[src/tcm_pkg.sv]
// Package with the constants, carriers and register map of the 16-bit compare timer
// Behaviour
// - Compare full count each cycle; flag next tick
// - Enabled flag requests interrupt; ack or one clears
// - Compare double-buffered in PWM, direct otherwise
// - Buffered value loads active only at TOP
// - Processor access reaches buffer or active register
// - Compare high byte read directly, no latch
// - High byte to latch; low write copies both
// - Force strobe updates output outside PWM only, no flag, no clear
// - Counter write blocks matches on next tick
// - Counter written at variable TOP misses TOP
// - Action bits unbuffered, apply at next match
// - Reset clears each output bit
// - Output bit kept across mode changes
// - Nonzero action overrides port value, direction untouched
// - Action zero leaves output bit unchanged
// - Action bits never touch input capture
// - Mode bits set counting; action bits set output
// - Channel A value may serve as TOP
// - Normal mode counts up, wraps to zero
// - Normal overflow flag set when count reaches zero
// - Clear-on-match clears at tick after TOP match
// - Counter write beats count and clear
// - Clear-on-match overflow set on MAX to zero
package tcm_pkg;

  // ****************************************
  // Register offsets on the byte port
  // ****************************************
  localparam logic [3:0] TCM_OFF_CTRL_A = 4'h0; // Actions and low mode bits
  localparam logic [3:0] TCM_OFF_CTRL_B = 4'h1; // High mode bits and run
  localparam logic [3:0] TCM_OFF_FORCE = 4'h2; // Force strobes, reads zero
  localparam logic [3:0] TCM_OFF_IRQ_EN = 4'h3; // Interrupt enables
  localparam logic [3:0] TCM_OFF_FLAGS = 4'h4; // Sticky flags, write one clears
  localparam logic [3:0] TCM_OFF_CNT_L = 4'h5;
  localparam logic [3:0] TCM_OFF_CNT_H = 4'h6;
  localparam logic [3:0] TCM_OFF_CMPA_L = 4'h7;
  localparam logic [3:0] TCM_OFF_CMPA_H = 4'h8;
  localparam logic [3:0] TCM_OFF_CMPB_L = 4'h9;
  localparam logic [3:0] TCM_OFF_CMPB_H = 4'ha;
  localparam logic [3:0] TCM_OFF_CAP_L = 4'hb;
  localparam logic [3:0] TCM_OFF_CAP_H = 4'hc;

  // ****************************************
  // Field positions
  // ****************************************
  localparam int TCM_ACT_A_POS = 6; // CTRL_A [7:6]
  localparam int TCM_ACT_B_POS = 4; // CTRL_A [5:4]
  localparam int TCM_MODE_LO_POS = 0; // CTRL_A [1:0]
  localparam int TCM_MODE_HI_POS = 3; // CTRL_B [4:3]
  localparam int TCM_RUN_POS = 0; // CTRL_B [0]
  localparam int TCM_FORCE_A_POS = 7; // FORCE [7]
  localparam int TCM_FORCE_B_POS = 6; // FORCE [6]

  // ****************************************
  // Reset values and counter landmarks
  // ****************************************
  localparam logic [7:0] TCM_RESET_BYTE = 8'h00;
  localparam logic [15:0] TCM_RESET_WORD = 16'h0000;
  localparam logic [15:0] TCM_COUNT_MAX = 16'hffff;
  localparam logic [15:0] TCM_COUNT_BOTTOM = 16'h0000;
  localparam logic [15:0] TCM_TOP_8BIT = 16'h00ff;
  localparam logic [15:0] TCM_TOP_9BIT = 16'h01ff;
  localparam logic [15:0] TCM_TOP_10BIT = 16'h03ff;

  // ****************************************
  // Waveform modes with special meaning
  // ****************************************
  localparam logic [3:0] TCM_MODE_NORMAL = 4'h0;
  localparam logic [3:0] TCM_MODE_CTC_CMPA = 4'h4;
  localparam logic [3:0] TCM_MODE_CTC_CAP = 4'hc;
  localparam logic [3:0] TCM_MODE_RESERVED = 4'hd;

  // Output actions
  localparam logic [1:0] TCM_ACT_NONE = 2'h0;
  localparam logic [1:0] TCM_ACT_TOGGLE = 2'h1;
  localparam logic [1:0] TCM_ACT_CLEAR = 2'h2;
  localparam logic [1:0] TCM_ACT_SET = 2'h3;

  // ****************************************
  // Carriers
  // ****************************************
  typedef struct packed {
    logic [3:0] addr; // Register offset
    logic [7:0] wdata; // Write byte
    logic wr; // Write strobe
    logic rd; // Read strobe
  } tcm_bus_req_t;

  typedef struct packed {
    logic match_b; // Bit 2
    logic match_a; // Bit 1
    logic ovf; // Bit 0
  } tcm_flags_t;

endpackage

[src/tcm_compare_channel.sv]
// One compare channel: active and buffer registers, equality and output bit
`timescale 1ns/100ps
module tcm_compare_channel import tcm_pkg::*; #(
  parameter int WIDTH = 16
) (
  input wire logic clock,
  input wire logic reset,
  input wire logic wr_en, // Low-byte write completes a word
  input wire logic [WIDTH-1:0] wr_data,
  input wire logic buffered, // PWM mode in force
  input wire logic reload, // Counter at TOP in PWM
  input wire logic [WIDTH-1:0] count,
  input wire logic match_evt, // Qualified match on a tick
  input wire logic force_evt, // Force strobe, non-PWM only
  input wire logic bottom_evt, // PWM wrap to BOTTOM
  input wire logic [1:0] action,
  output logic [WIDTH-1:0] active_value,
  output logic [WIDTH-1:0] cpu_view,
  output logic equal,
  output logic out_bit
);

  logic [WIDTH-1:0] active_reg; // Value the comparator sees
  logic [WIDTH-1:0] buffer_reg; // Staging value in PWM modes

  // Buffer always takes writes so a mode switch finds it current
  always_ff @(posedge clock or posedge reset) begin
    if (reset) begin
      buffer_reg <= TCM_RESET_WORD;
    end else if (wr_en) begin
      buffer_reg <= wr_data;
    end
  end

  // Active register: direct writes outside PWM, TOP reload inside
  always_ff @(posedge clock or posedge reset) begin
    if (reset) begin
      active_reg <= TCM_RESET_WORD;
    end else if (!buffered && wr_en) begin
      active_reg <= wr_data;
    end else if (buffered && reload) begin
      active_reg <= buffer_reg;
    end
  end

  assign active_value = active_reg;
  assign cpu_view = buffered ? buffer_reg : active_reg;
  assign equal = (count == active_reg);

  // Output bit; action read live so changes apply at the next match
  always_ff @(posedge clock or posedge reset) begin
    if (reset) begin
      out_bit <= 1'b0;
    end else if (match_evt || force_evt) begin
      case (action)
        TCM_ACT_TOGGLE: begin
          out_bit <= ~out_bit;
        end
        TCM_ACT_CLEAR: begin
          out_bit <= buffered ? 1'b0 : 1'b0;
        end
        TCM_ACT_SET: begin
          out_bit <= 1'b1;
        end
        default: begin
          out_bit <= out_bit;
        end
      endcase
    end else if (bottom_evt) begin
      // PWM: non-inverting sets at BOTTOM, inverting clears
      if (action == TCM_ACT_CLEAR) begin
        out_bit <= 1'b1;
      end else if (action == TCM_ACT_SET) begin
        out_bit <= 1'b0;
      end
    end
  end

endmodule

[src/tcm_timer.sv]
// Top of the 16-bit compare timer: counter, byte port, flags and pin override
`timescale 1ns/100ps
module tcm_timer import tcm_pkg::*; (
  input wire logic clock,
  input wire logic reset,
  input wire tcm_bus_req_t bus_req,
  output logic [7:0] read_data,
  input wire logic count_tick,
  input wire tcm_flags_t irq_ack,
  input wire logic [1:0] port_out_value,
  input wire logic [1:0] pin_direction_bit,
  output logic [1:0] pin_out,
  output logic [1:0] pin_oe,
  output logic [1:0] compare_output_bit,
  output logic irq_request
);

  // ****************************************
  // Control state
  // ****************************************
  logic [1:0] act_a_reg; // Channel A output action
  logic [1:0] act_b_reg; // Channel B output action
  logic [3:0] mode_reg; // Waveform mode select
  logic run_reg; // Timer clock gate
  tcm_flags_t irq_en_reg; // Interrupt enables
  tcm_flags_t flag_reg; // Sticky event flags
  tcm_flags_t flag_next;
  logic [15:0] count_reg; // Timer count
  logic [15:0] cap_reg; // Capture value, used here only as TOP
  logic [7:0] temp_reg; // Shared high-byte latch
  logic block_reg; // Match blocking after counter write
  logic [7:0] rd_mux;

  // ****************************************
  // Decoded strobes
  // ****************************************
  logic wr_ctrl_a, wr_ctrl_b, wr_force, wr_irq_en, wr_flags;
  logic wr_cnt_lo, wr_cmpa_lo, wr_cmpb_lo, wr_cap_lo, wr_any_hi;
  logic rd_cnt_lo, rd_cap_lo;

  assign wr_ctrl_a = bus_req.wr && (bus_req.addr == TCM_OFF_CTRL_A);
  assign wr_ctrl_b = bus_req.wr && (bus_req.addr == TCM_OFF_CTRL_B);
  assign wr_force = bus_req.wr && (bus_req.addr == TCM_OFF_FORCE);
  assign wr_irq_en = bus_req.wr && (bus_req.addr == TCM_OFF_IRQ_EN);
  assign wr_flags = bus_req.wr && (bus_req.addr == TCM_OFF_FLAGS);
  assign wr_cnt_lo = bus_req.wr && (bus_req.addr == TCM_OFF_CNT_L);
  assign wr_cmpa_lo = bus_req.wr && (bus_req.addr == TCM_OFF_CMPA_L);
  assign wr_cmpb_lo = bus_req.wr && (bus_req.addr == TCM_OFF_CMPB_L);
  assign wr_cap_lo = bus_req.wr && (bus_req.addr == TCM_OFF_CAP_L);
  // Every high-byte location shares one latch
  assign wr_any_hi = bus_req.wr && ((bus_req.addr == TCM_OFF_CNT_H) || (bus_req.addr == TCM_OFF_CMPA_H)
    || (bus_req.addr == TCM_OFF_CMPB_H) || (bus_req.addr == TCM_OFF_CAP_H));
  assign rd_cnt_lo = bus_req.rd && (bus_req.addr == TCM_OFF_CNT_L);
  assign rd_cap_lo = bus_req.rd && (bus_req.addr == TCM_OFF_CAP_L);

  // Word formed by a low-byte write: latch above, bus byte below
  logic [15:0] wr_word;
  assign wr_word = {temp_reg, bus_req.wdata};

  // ****************************************
  // Mode decode and TOP selection
  // ****************************************
  logic pwm_mode; // Any of the twelve PWM modes
  logic var_top; // TOP comes from a register
  logic [15:0] top_value;
  logic [15:0] cmpa_active, cmpb_active, cmpa_view, cmpb_view;
  logic eq_a, eq_b, oc_a, oc_b;

  // Modes 0, 4, 12 and the reserved 13 are the non-PWM set
  assign pwm_mode = !((mode_reg == TCM_MODE_NORMAL) || (mode_reg == TCM_MODE_CTC_CMPA)
    || (mode_reg == TCM_MODE_CTC_CAP) || (mode_reg == TCM_MODE_RESERVED));

  // TOP per mode; phase-correct modes are folded onto up-counting here
  always_comb begin
    var_top = 1'b1;
    case (mode_reg)
      4'h1, 4'h5: begin
        top_value = TCM_TOP_8BIT;
        var_top = 1'b0;
      end
      4'h2, 4'h6: begin
        top_value = TCM_TOP_9BIT;
        var_top = 1'b0;
      end
      4'h3, 4'h7: begin
        top_value = TCM_TOP_10BIT;
        var_top = 1'b0;
      end
      4'h4, 4'h9, 4'hb, 4'hf: begin
        top_value = cmpa_active;
      end
      4'h8, 4'ha, 4'hc, 4'he: begin
        top_value = cap_reg;
      end
      default: begin
        top_value = TCM_COUNT_MAX;
        var_top = 1'b0;
      end
    endcase
  end

  // ****************************************
  // Tick qualification
  // ****************************************
  logic tick_run; // Timer clock edge while running
  logic tick_live; // Tick not overridden by a counter write
  logic top_hit; // TOP reached and not blocked
  logic wrap_clear; // Counter clears at this tick
  logic match_a_evt, match_b_evt;

  assign tick_run = count_tick && run_reg;
  assign tick_live = tick_run && !wr_cnt_lo;
  // A blocked variable TOP is missed and counting runs on to MAX
  assign top_hit = (count_reg == top_value) && !(var_top && block_reg);
  assign wrap_clear = tick_live && top_hit && (mode_reg != TCM_MODE_NORMAL)
    && (mode_reg != TCM_MODE_RESERVED);
  assign match_a_evt = tick_live && !block_reg && eq_a;
  assign match_b_evt = tick_live && !block_reg && eq_b;

  // ****************************************
  // Compare channels
  // ****************************************
  tcm_compare_channel #(.WIDTH(16)) u_chan_a (
    .clock(clock),
    .reset(reset),
    .wr_en(wr_cmpa_lo),
    .wr_data(wr_word),
    .buffered(pwm_mode),
    .reload(wrap_clear && pwm_mode),
    .count(count_reg),
    .match_evt(match_a_evt),
    .force_evt(wr_force && bus_req.wdata[TCM_FORCE_A_POS] && !pwm_mode),
    .bottom_evt(wrap_clear && pwm_mode),
    .action(act_a_reg),
    .active_value(cmpa_active),
    .cpu_view(cmpa_view),
    .equal(eq_a),
    .out_bit(oc_a)
  );

  tcm_compare_channel #(.WIDTH(16)) u_chan_b (
    .clock(clock),
    .reset(reset),
    .wr_en(wr_cmpb_lo),
    .wr_data(wr_word),
    .buffered(pwm_mode),
    .reload(wrap_clear && pwm_mode),
    .count(count_reg),
    .match_evt(match_b_evt),
    .force_evt(wr_force && bus_req.wdata[TCM_FORCE_B_POS] && !pwm_mode),
    .bottom_evt(wrap_clear && pwm_mode),
    .action(act_b_reg),
    .active_value(cmpb_active),
    .cpu_view(cmpb_view),
    .equal(eq_b),
    .out_bit(oc_b)
  );

  // ****************************************
  // Control registers
  // ****************************************
  // Mode change leaves the output bits alone
  always_ff @(posedge clock or posedge reset) begin
    if (reset) begin
      act_a_reg <= TCM_ACT_NONE;
      act_b_reg <= TCM_ACT_NONE;
      mode_reg <= TCM_MODE_NORMAL;
      run_reg <= 1'b0;
      irq_en_reg <= '0;
    end else begin
      if (wr_ctrl_a) begin
        act_a_reg <= bus_req.wdata[TCM_ACT_A_POS +: 2];
        act_b_reg <= bus_req.wdata[TCM_ACT_B_POS +: 2];
        mode_reg[1:0] <= bus_req.wdata[TCM_MODE_LO_POS +: 2];
      end
      if (wr_ctrl_b) begin
        mode_reg[3:2] <= bus_req.wdata[TCM_MODE_HI_POS +: 2];
        run_reg <= bus_req.wdata[TCM_RUN_POS];
      end
      if (wr_irq_en) begin
        irq_en_reg <= tcm_flags_t'(bus_req.wdata[2:0]);
      end
    end
  end

  // Capture value is only written by software here; no capture path
  always_ff @(posedge clock or posedge reset) begin
    if (reset) begin
      cap_reg <= TCM_RESET_WORD;
    end else if (wr_cap_lo) begin
      cap_reg <= wr_word;
    end
  end

  // ****************************************
  // Shared high-byte latch
  // ****************************************
  // High writes fill it; low reads of changing words snapshot it
  always_ff @(posedge clock or posedge reset) begin
    if (reset) begin
      temp_reg <= TCM_RESET_BYTE;
    end else if (wr_any_hi) begin
      temp_reg <= bus_req.wdata;
    end else if (rd_cnt_lo) begin
      temp_reg <= count_reg[15:8];
    end else if (rd_cap_lo) begin
      temp_reg <= cap_reg[15:8];
    end
  end

  // ****************************************
  // Counter
  // ****************************************
  // Software write wins over clear and count in the same cycle
  always_ff @(posedge clock or posedge reset) begin
    if (reset) begin
      count_reg <= TCM_RESET_WORD;
    end else if (wr_cnt_lo) begin
      count_reg <= wr_word;
    end else if (wrap_clear) begin
      count_reg <= TCM_COUNT_BOTTOM;
    end else if (tick_live) begin
      count_reg <= count_reg + 16'h0001;
    end
  end

  // Block holds until the next timer tick, even while stopped
  always_ff @(posedge clock or posedge reset) begin
    if (reset) begin
      block_reg <= 1'b0;
    end else if (wr_cnt_lo) begin
      block_reg <= 1'b1;
    end else if (tick_run) begin
      block_reg <= 1'b0;
    end
  end

  // ****************************************
  // Flags and interrupt request
  // ****************************************
  logic ovf_evt;
  // Overflow: MAX to zero outside PWM, TOP inside PWM
  assign ovf_evt = pwm_mode ? wrap_clear : (tick_live && (count_reg == TCM_COUNT_MAX));

  // Set wins over clear so no event is lost to a concurrent clear
  always_comb begin
    flag_next = flag_reg;
    if (wr_flags) begin
      flag_next = flag_next & ~tcm_flags_t'(bus_req.wdata[2:0]);
    end
    flag_next = flag_next & ~irq_ack;
    if (ovf_evt) begin
      flag_next.ovf = 1'b1;
    end
    if (match_a_evt) begin
      flag_next.match_a = 1'b1;
    end
    if (match_b_evt) begin
      flag_next.match_b = 1'b1;
    end
  end

  always_ff @(posedge clock or posedge reset) begin
    if (reset) begin
      flag_reg <= '0;
    end else begin
      flag_reg <= flag_next;
    end
  end

  // Request from registered flags; one cycle behind the flag
  always_ff @(posedge clock or posedge reset) begin
    if (reset) begin
      irq_request <= 1'b0;
    end else begin
      irq_request <= |(flag_reg & irq_en_reg);
    end
  end

  // ****************************************
  // Pin override
  // ****************************************
  // Direction stays with the port; only the value is replaced
  always_ff @(posedge clock or posedge reset) begin
    if (reset) begin
      pin_out <= 2'b00;
      pin_oe <= 2'b00;
      compare_output_bit <= 2'b00;
    end else begin
      pin_out[0] <= (act_a_reg != TCM_ACT_NONE) ? oc_a : port_out_value[0];
      pin_out[1] <= (act_b_reg != TCM_ACT_NONE) ? oc_b : port_out_value[1];
      pin_oe <= pin_direction_bit;
      compare_output_bit <= {oc_b, oc_a};
    end
  end

  // ****************************************
  // Read port
  // ****************************************
  // Compare highs read direct; counter and capture highs via latch
  always_comb begin
    case (bus_req.addr)
      TCM_OFF_CTRL_A: rd_mux = {act_a_reg, act_b_reg, 2'b00, mode_reg[1:0]};
      TCM_OFF_CTRL_B: rd_mux = {3'b000, mode_reg[3:2], 2'b00, run_reg};
      TCM_OFF_IRQ_EN: rd_mux = {5'b00000, irq_en_reg};
      TCM_OFF_FLAGS: rd_mux = {5'b00000, flag_reg};
      TCM_OFF_CNT_L: rd_mux = count_reg[7:0];
      TCM_OFF_CNT_H: rd_mux = temp_reg;
      TCM_OFF_CMPA_L: rd_mux = cmpa_view[7:0];
      TCM_OFF_CMPA_H: rd_mux = cmpa_view[15:8];
      TCM_OFF_CMPB_L: rd_mux = cmpb_view[7:0];
      TCM_OFF_CMPB_H: rd_mux = cmpb_view[15:8];
      TCM_OFF_CAP_L: rd_mux = cap_reg[7:0];
      TCM_OFF_CAP_H: rd_mux = temp_reg;
      default: rd_mux = TCM_RESET_BYTE; // Force and unmapped read zero
    endcase
  end

  // Data valid only in the cycle after the strobe
  always_ff @(posedge clock or posedge reset) begin
    if (reset) begin
      read_data <= TCM_RESET_BYTE;
    end else begin
      read_data <= bus_req.rd ? rd_mux : TCM_RESET_BYTE;
    end
  end

  // ****************************************
  // Assertions
  // ****************************************
  a_match_sets_flag: assert property (@(posedge clock) disable iff (reset)
    (tick_run && !wr_cnt_lo && !block_reg && count_reg == cmpa_active) |=> flag_reg.match_a)
    else $error("match did not set flag A");

  a_write_blocks_match: assert property (@(posedge clock) disable iff (reset)
    wr_cnt_lo |=> (block_reg && !match_a_evt && !match_b_evt))
    else $error("match not blocked after counter write");

  a_write_priority: assert property (@(posedge clock) disable iff (reset)
    wr_cnt_lo |=> (count_reg == $past(wr_word)))
    else $error("counter write lost");

  a_normal_wrap: assert property (@(posedge clock) disable iff (reset)
    (mode_reg == TCM_MODE_NORMAL && tick_live && count_reg == TCM_COUNT_MAX)
    |=> (count_reg == TCM_COUNT_BOTTOM && flag_reg.ovf))
    else $error("normal wrap or overflow wrong");

  a_ctc_clear: assert property (@(posedge clock) disable iff (reset)
    (mode_reg == TCM_MODE_CTC_CMPA && tick_live && !block_reg && count_reg == cmpa_active)
    |=> (count_reg == TCM_COUNT_BOTTOM))
    else $error("clear on match missed");

  a_buffer_holds: assert property (@(posedge clock) disable iff (reset)
    (pwm_mode && !wrap_clear) |=> (cmpa_active == $past(cmpa_active)))
    else $error("active compare changed off TOP");

  a_action_zero: assert property (@(posedge clock) disable iff (reset)
    (act_a_reg == TCM_ACT_NONE && !(wrap_clear && pwm_mode)) |=> $stable(oc_a))
    else $error("output moved with action zero");

  a_force_no_flag: assert property (@(posedge clock) disable iff (reset)
    (wr_force && !match_a_evt && !flag_reg.match_a && !irq_ack.match_a) |=> !flag_reg.match_a)
    else $error("force set the flag");

  a_pin_override: assert property (@(posedge clock) disable iff (reset)
    (act_b_reg != TCM_ACT_NONE) |=> (pin_out[1] == $past(oc_b) && pin_oe == $past(pin_direction_bit)))
    else $error("pin override wrong");

  a_flag_clear: assert property (@(posedge clock) disable iff (reset)
    (wr_flags && bus_req.wdata[0] && !ovf_evt) |=> !flag_reg.ovf)
    else $error("write one did not clear flag");

endmodule

[config.mk]
export PLATFORM = sky130hd
export DESIGN_NAME = tcm_timer
export DESIGN_NICKNAME = d
export VERILOG_FILES = /design/src/tcm_pkg.sv /design/src/tcm_compare_channel.sv /design/src/tcm_timer.sv
export SDC_FILE = /design/constraint.sdc
export NUM_CORES = 1
export LEC_CHECK = 0
export BUFFER_PORTS_ARGS = -buffer_cell sky130_fd_sc_hd__buf_2
export CAP_MARGIN = 20
export CORE_ASPECT_RATIO = 1.25
export CORE_MARGIN = 2
export CORE_UTILIZATION = 30
export CTS_BUF_LIST = sky130_fd_sc_hd__clkbuf_4
export DETAILED_ROUTE_END_ITERATION = 6
export HOLD_SLACK_MARGIN = 0.15
export SETUP_SLACK_MARGIN = 0.2
export SLEW_MARGIN = 20
export SYNTH_ARGS = -nofsm -noshare
export SYNTH_HDL_FRONTEND = slang
export SYNTH_SLANG_ARGS = --single-unit
export TNS_END_PERCENT = 20
[constraint.sdc]
create_clock -name clock -period 3.6 [get_ports clock]
set_input_delay 0.18 -clock clock [delete_from_list [all_inputs] [get_ports clock]]
set_output_delay 0.18 -clock clock [all_outputs]
set_load 0.05 [all_outputs]
==> qor.txt, run 1 <==
Grt total ovfl = 0
Vias per Instance = 5.75
First-pass GRT wire length = 43500 µm
Post-synthesis cell type count = 68
RSZ-0062 raised after global routing = false
CTS root buf = clkbuf_4
Top_reg_cell synth = dfrtp_1
Hold Path Class = in2reg
Pleak = 4.13 nW
Largest area contributor in the netlist = dfrtp_1
Mapped cell area = 8250 µm²
Syn avg cell area = 9.49 µm²
Fin. max-slew vios = 0
Clock transition at path regs = 0.13 ns
CTS Buf Count = 17
Critical path capture point type = flop
Top Ports = 39
DR pass1 iterations = 7
Crit Reg-Reg Endpoint = u_chan_a.active_value[12]$_DFFE_PP0P_
Seq cells post-synth = 137
Path type of the worst setup path = reg2reg
Crit path cell chain = buf_4 -> or4b_1 -> a211o_1 -> o211ai_1 -> nand4_1 -> nor4_4 -> nand3_4 -> buf_4 -> mux2i_1 -> o21ai_0
Peak VDD IR = 248 µV
Layout cell share with drive strength beyond 1 = 20.4%
Flop2flop setup slack = 0.30 ns
Pwr Density = 574 nW/µm²
Min Tclk post-route = 3.30 ns
Fin. Hold Viols = 0
Most common cell in the synthesized netlist = dfrtp_1
Gr usage total = 19.7%
Run status = complete, no violations
Via count = 7339
Number of flops mapped to enable cells by yosys = 0
Post-CTS setup buffers = 0
CP peak stage delay = 0.56 ns
Fin nets = 944
PortBufs = 38
Synth area leaders = dfrtp_1 (42%), mux2_2 (8.7%), mux2i_1 (5.5%), nand2_1 (4.3%), a22oi_1 (3.3%)
Starting Density = 30.6%
Arr. time, crit path = 3.77 ns
Synth Warn # = 0
Chip Height = 189 µm
Setup Skew = 0.0318 ns
TNS Setup = 0 ns
WL final = 28400 µm
CTS sink cnt = 137
Initial antenna violation count = 1
Hold EP = count_reg[0]$_DFFE_PP0P_
Worst setup SP type = flop
Area Growth Syn to Fin = 13.9%
R2R depth = 10
RR Startpoint = mode_reg[3]$_DFFE_PP0P_
Fmax = 0.303 GHz
Dpl ws = 0.410 ns
Row cnt = 67
Final Setup Violations = 0
CTS Buffer Depth = 2
Slew headroom = 31.4%
Worst-margin pin slew = 1.03 ns
Share of the synthesized area in the top cell type = 41.6%
CTS tree = done
Post-synth net total = 894
Die ar. = 28800 µm²
Hold depth = 4
Peak fanout along the critical path = 34
Top cell by count, worst path = buf_4
Mapped Cells = 869
Crit share post-route = 91.7%
Critical Path RT = 4.07 ns
Core Area = 26900 µm²
Avg WL per Cell = 22.3 µm
H-tree depth = 4
Hold path start = count_tick
Setup ws final = 0.297 ns
Post-synth top cells = dfrtp_1 (137), nand2_1 (94), mux2_2 (64)
Worst-Skew Late Latency = 0.58 ns
Ys async rst share = 100%
Largest net degree at the start of global routing = 111
DPL Wire Length = 20200 µm
Vias in the first global route = 7118
Die Wd = 152 µm
Max cap viols = 0
Initial DRC count = 842
Final RePlAce weighted congestion = 0.939
Register area share after synthesis = 41.6%
Post-route ant nets = 0
Residual DRC = 0
Slowest cell on the critical path = or4b_1
## where the power goes
part	switching [W]	total [W]	internal, W
Combinational	0.00108	0.00192	0.000841
Sequential	0.000557	0.00246	0.00190
Clock	0.000605	0.00101	0.000409
Total	0.00225	0.00540	0.00315
## worst max-delay path: cells and delay by family, from the launching register on
kind | cells | cell delay, ns
flops | 1 | 0.50
mux | 1 | 0.18
simple gates | 4 | 1.28
compound gates | 3 | 0.62
buf+inv | 2 | 0.58
## layout by cell type, fill, tap and decap left out, drive strengths merged, types with 20 or more instances in the layout
master,instances
dfrtp,137
nand2,94
buf,82
mux2,64
o21ai,53
nor2,46
mux2i,45
a21oi,44
a22oi,36
nand3,23
dlygate4sd3,22
xnor2,20
## cell families (layout without fill, tap and decap cells)
family | count (synthesis) | in the layout | share of synthesized area (%)
other cells | 0 | 1 | 0
mux | 109 | 109 | 14.2
compound gates | 228 | 228 | 18.7
xor+xnor | 38 | 38 | 4.04
flops | 137 | 137 | 41.6
simple gates | 265 | 265 | 16.6
fa+ha+maj | 1 | 1 | 0.152
buf+inv | 91 | 153 | 4.76
## final cells by class
| cell class | instances | area, µm² |
|---|---|---|
| antenna | 1 | 2.50 |
| clock buffer | 18 | 135 |
| clock inverter | 13 | 131 |
| fill | 2743 | 17500 |
| inverter | 18 | 71.3 |
| multi-input combinational | 641 | 4440 |
| sequential | 137 | 3430 |
| tap | 345 | 432 |
| timing repair buffer | 104 | 753 |
## through the flow
step	power [W]	hold slack, ns	instance area [µm²]	instances	util, %
4_1_cts	0.00538	0.183	9380	1276	34.9
3_3_place_gp	0.00432	0.288	8900	1223	33.1
3_5_place_dp	0.00435	0.289	8900	1223	33.1
5_1_grt	0.00568	0.209	9390	1277	34.9
6_report	0.00540	0.207	9390	1277	34.9
2_1_floorplan	0.00368	0.211	8250	869	-
## routing by layer
metal | global-route usage, % | part of all wire (%) | vias to the layer above | wire length (µm)
li1 | - | - | 3298 | -
met1 | 25.0 | 41 | 3671 | 11700
met2 | 32.7 | 48 | 307 | 13700
met3 | 3.59 | 6.6 | 63 | 1860
met4 | 8.84 | 4.2 | 0 | 1210
met5 | 0 | 0 | - | 0
## repair_timing
| item | CTS | global route |
|---|---|---|
| hold buffers | 22 | 0 |
| hold endpoints to repair | 100 | 0 |
| setup endpoints to repair | 0 | 5 |
| gates resized for setup | 0 | 1 |
## worst max-delay path by stage
stage / startpoint / endpoint / slack [ns] / cells after the start
global placement: mode_reg[3]$_DFFE_PP0P_ / u_chan_a.out_bit$_DFFE_PP0P_ / 0.44 / 8
global route: mode_reg[3]$_DFFE_PP0P_ / u_chan_a.active_value[12]$_DFFE_PP0P_ / 0.21 / 10
finish: mode_reg[3]$_DFFE_PP0P_ / u_chan_a.active_value[12]$_DFFE_PP0P_ / 0.30 / 10
CTS: mode_reg[3]$_DFFE_PP0P_ / u_chan_a.active_value[13]$_DFFE_PP0P_ / 0.37 / 10
detailed placement: mode_reg[3]$_DFFE_PP0P_ / u_chan_a.active_value[13]$_DFFE_PP0P_ / 0.41 / 10
floorplan: mode_reg[3]$_DFFE_PP0P_ / u_chan_a.out_bit$_DFFE_PP0P_ / 0.92 / 9
(Power assumes the default switching activity.)
==> inputs of run 2 (changes only) <==
ABC_AREA = 1   (was default)
==> qor.txt, run 2 <==
Hold Path Class = in2async
Fmax = 0.329 GHz (+8.7%)
Total power draw = 0.00581 W (+7.7%)
Worst-margin pin slew = 0.822 ns (-0.204 ns)
Synth Warn # = 0 (unchanged)
Path type of the worst setup path = reg2reg
Slew headroom = 45.0% (+14 points)
CTS sink cnt = 137 (unchanged)
Initial DRC count = 715 (-15%)
Crit share post-route = 84.4% (-7.3 points)
Vias in the first global route = 7825 (+9.9%)
Run status = complete, no violations
Fin nets = 1174 (+24%)
# fillers = 2859 (+4.2%)
Number of flops mapped to enable cells by yosys = 0 (unchanged)
Chip Height = 187 µm (-1.1%)
Arr. time, crit path = 3.52 ns (-0.25 ns)
DPL Wire Length = 24100 µm (+20%)
Share of the synthesized area in the top cell type = 42.6% (+0.98 points)
WL final = 31900 µm (+12%)
Fin. max-slew vios = 0 (unchanged)
Peak VDD IR = 270 µV (+8.8%)
Hold Slack = 0.186 ns (-0.0205 ns)
Net Sw Frac = 46.5% (+4.9 points)
Row cnt = 67 (unchanged)
Worst setup SP type = flop
First-pass GRT wire length = 48400 µm (+11%)
Area Growth Syn to Fin = 14.1%
Crit path from = mode_reg[0]$_DFFE_PP0P_
Pleak = 4.31 nW (+4.4%)
Seq cells post-synth = 137 (unchanged)
Comb pwr share = 38.7% (+3.0 points)
Mapped Cells = 1098 (+26%)
Initial antenna violation count = 1 (unchanged)
Most common cell in the synthesized netlist = nand2_1
Core Area = 26600 µm² (-1.2%)
CTS tree = done
GR peak layer = met2
Starting Density = 30.3% (-0.33 points)
CTS Buffer Depth = 2 (unchanged)
Met2 GRT Util = 38.1% (+5.3 points)
Largest net degree at the start of global routing = 118 (+6.3%)
Min Tclk post-route = 3.04 ns (-0.264 ns)
Crit Reg-Reg Endpoint = u_chan_b.active_value[15]$_DFFE_PP0P_
CTS Buf Count = 17 (unchanged)
Residual DRC = 0 (unchanged)
Register area share after synthesis = 42.6% (+0.98 points)
Grt total ovfl = 0 (unchanged)
Top Ports = 39 (unchanged)
Clock transition at path regs = 0.13 ns (about the same)
Final RePlAce weighted congestion = 0.987 (+5.2%)
GRT met1 Usage = 28.4% (+3.4 points)
Largest area contributor in the netlist = dfrtp_1
Flop pwr share = 42.1% (-3.4 points)
Post-synthesis cell type count = 42 (-38%)
Slowest cell on the critical path = dfrtp_1
CP peak stage delay = 0.49 ns (-0.07 ns)
Commonest cells after routing, fill and taps aside = nand2_1 (258), inv_1 (140), dfrtp_1 (137), o21ai_0 (132), nor2_1 (85)
Avg WL per Cell = 21.1 µm (-5.0%)
Peak fanout along the critical path = 25 (-26%)
Synth area leaders = dfrtp_1 (43%), nand2_1 (12%), o21ai_0 (8.2%), inv_1 (6.6%), nor2_1 (4.0%)
Post-synth top cells = nand2_1 (258), inv_1 (142), dfrtp_1 (137)
Post-synth net total = 1123 (+26%)
Setup Skew = 0.0213 ns (-0.0105 ns)
Die ar. = 28200 µm² (-2.2%)
Top_reg_cell synth = dfrtp_1
RR Startpoint = mode_reg[0]$_DFFE_PP0P_
Pwr Density = 632 nW/µm² (+10%)
Top cell by count, worst path = nand2_1
Ys async rst share = 100% (unchanged)
Mapped cell area = 8060 µm² (-2.3%)
TNS Setup = 0 ns (unchanged)
H-tree depth = 4 (unchanged)
Critical path capture point type = flop
Vias per Instance = 5.42 (-5.7%)
CTS root buf = clkbuf_4
Crit path to = u_chan_b.active_value[15]$_DFFE_PP0P_
RSZ-0062 raised after global routing = false
Die Wd = 151 µm (-1.1%)
Pint = 0.00311 W (-1.3%)
Area of the multi-input gates = 3880 µm² (-13%)
Worst path depth = 14 (+4)
DR pass1 iterations = 5 (-2)
Fin. Hold Viols = 0 (unchanged)
P_sw = 0.00270 W (+20%)
Flop2flop setup slack = 0.56 ns (+0.26 ns)
Clock group share of total power = 19.2% (+0.4 points)
Layout cell share with drive strength beyond 1 = 9.21% (-11 points)
Syn avg cell area = 7.34 µm² (-23%)
Via count = 8175 (+11%)
CP delay by family, top = simple AND/OR/NAND/NOR gates
Final Setup Violations = 0 (unchanged)
M3 GR Usage = 3.41% (-0.18 points)
Critical Path RT = 4.08 ns (about the same)
Gr usage total = 23.2% (+3.5 points)
Max cap viols = 0 (unchanged)
Worst-Skew Late Latency = 0.57 ns (about the same)
R2R depth = 14 (+4)
Commonest non-fill, non-tap cell in the layout = nand2_1
Register Area = 3430 µm² (unchanged)
Post-route ant nets = 0 (unchanged)
PortBufs = 38 (unchanged)
Crit path cell chain = nor2_1 -> nand2_1 -> nand2_1 -> clkinvlp_4 -> nand4_1 -> nand2_1 -> nor2_1 -> nand3_1 -> nor2_2 -> nand3_4 -> nand2_1 -> buf_4 -> nor2_1 -> a21oi_1
WP buf/inv = 2 (unchanged)
[run 2: changes by cell type in the layout (fill, tap and decap cells not counted), sizes merged, moves of 27 or more]
cell   delta
nor2     +44
mux2i    -45
mux2     -62
nand2   +167
a22oi    -29
nand3    +27
o22ai    +33
o21ai    +83
inv     +127
[run 2: logic make-up after synthesis]
kind of cell,count (synthesis),synth area share (%)
simple gates,466,25.1
flops,137,42.6
compound gates,269,19.4
xor+xnor,27,2.94
fa+ha+maj,1,0.155
mux,2,0.280
buf+inv,196,9.66
[run 2: layout make-up]
type                       count  share of cell area (%)
inverter                     146                    6.04
sequential                   137                    37.3
timing repair buffer          82                    6.43
clock buffer                  17                    1.39
tap                          345                    4.70
multi-input combinational    765                    42.2
antenna                        1                  0.0272
clock inverter                15                    1.89
[run 2: per-layer routing]
metal  part of all wire, %  vias up
met5                     0        -
met2                    48      395
met4                   6.9        0
met1                    38     3889
met3                   6.7      106
li1                      -     3785
[run 2: power groups by stage]
stage | Clock, W | Combinational, W | Sequential, W
global route | 0.00119 | 0.00249 | 0.00248
global placement | 0 | 0.00220 | 0.00245
CTS | 0.00112 | 0.00221 | 0.00243
detailed placement | 0 | 0.00219 | 0.00246
floorplan | 0 | 0.00155 | 0.00225
finish | 0.00111 | 0.00225 | 0.00245
[run 2: how the worst min path moves through the flow]
stage,depth (start not counted),slack [ns],startpoint,end
floorplan,0,0.21,pin_direction_bit[0],pin_oe[0]$_DFF_PP0_
global placement,2,0.25,reset,count_reg[6]$_DFFE_PP0P_
detailed placement,2,0.26,reset,count_reg[12]$_DFFE_PP0P_
CTS,6,0.16,bus_req[13],read_data[1]$_DFF_PP0_
global route,3,0.23,reset,u_chan_b.buffer_reg[8]$_DFFE_PP0P_
finish,3,0.19,reset,count_reg[12]$_DFFE_PP0P_
[run 2: timing repair]
action,in CTS,in global routing
gates resized for setup,0,3
hold buffers,23,0
setup endpoints to repair,0,1
setup buffers,0,0
hold endpoints to repair,91,0
[run 2: worst register-to-register path, delay by kind of cell, from the launching register on]
family / cells / cell delay, ns
simple gates: 11 / 1.74
buf+inv: 2 / 0.60
flops: 1 / 0.49
compound gates: 1 / 0.11
[run 2: metrics by stage]
stage	utilization, %	setup slack (ns)	std cells	area (µm²)
after floorplan	-	1.49	1098	8060
after global placement	32.5	0.551	1452	8640
after detailed placement	32.5	0.554	1452	8640
after CTS	34.5	0.511	1507	9170
after global routing	34.6	0.244	1508	9190
final	34.6	0.562	1508	9190
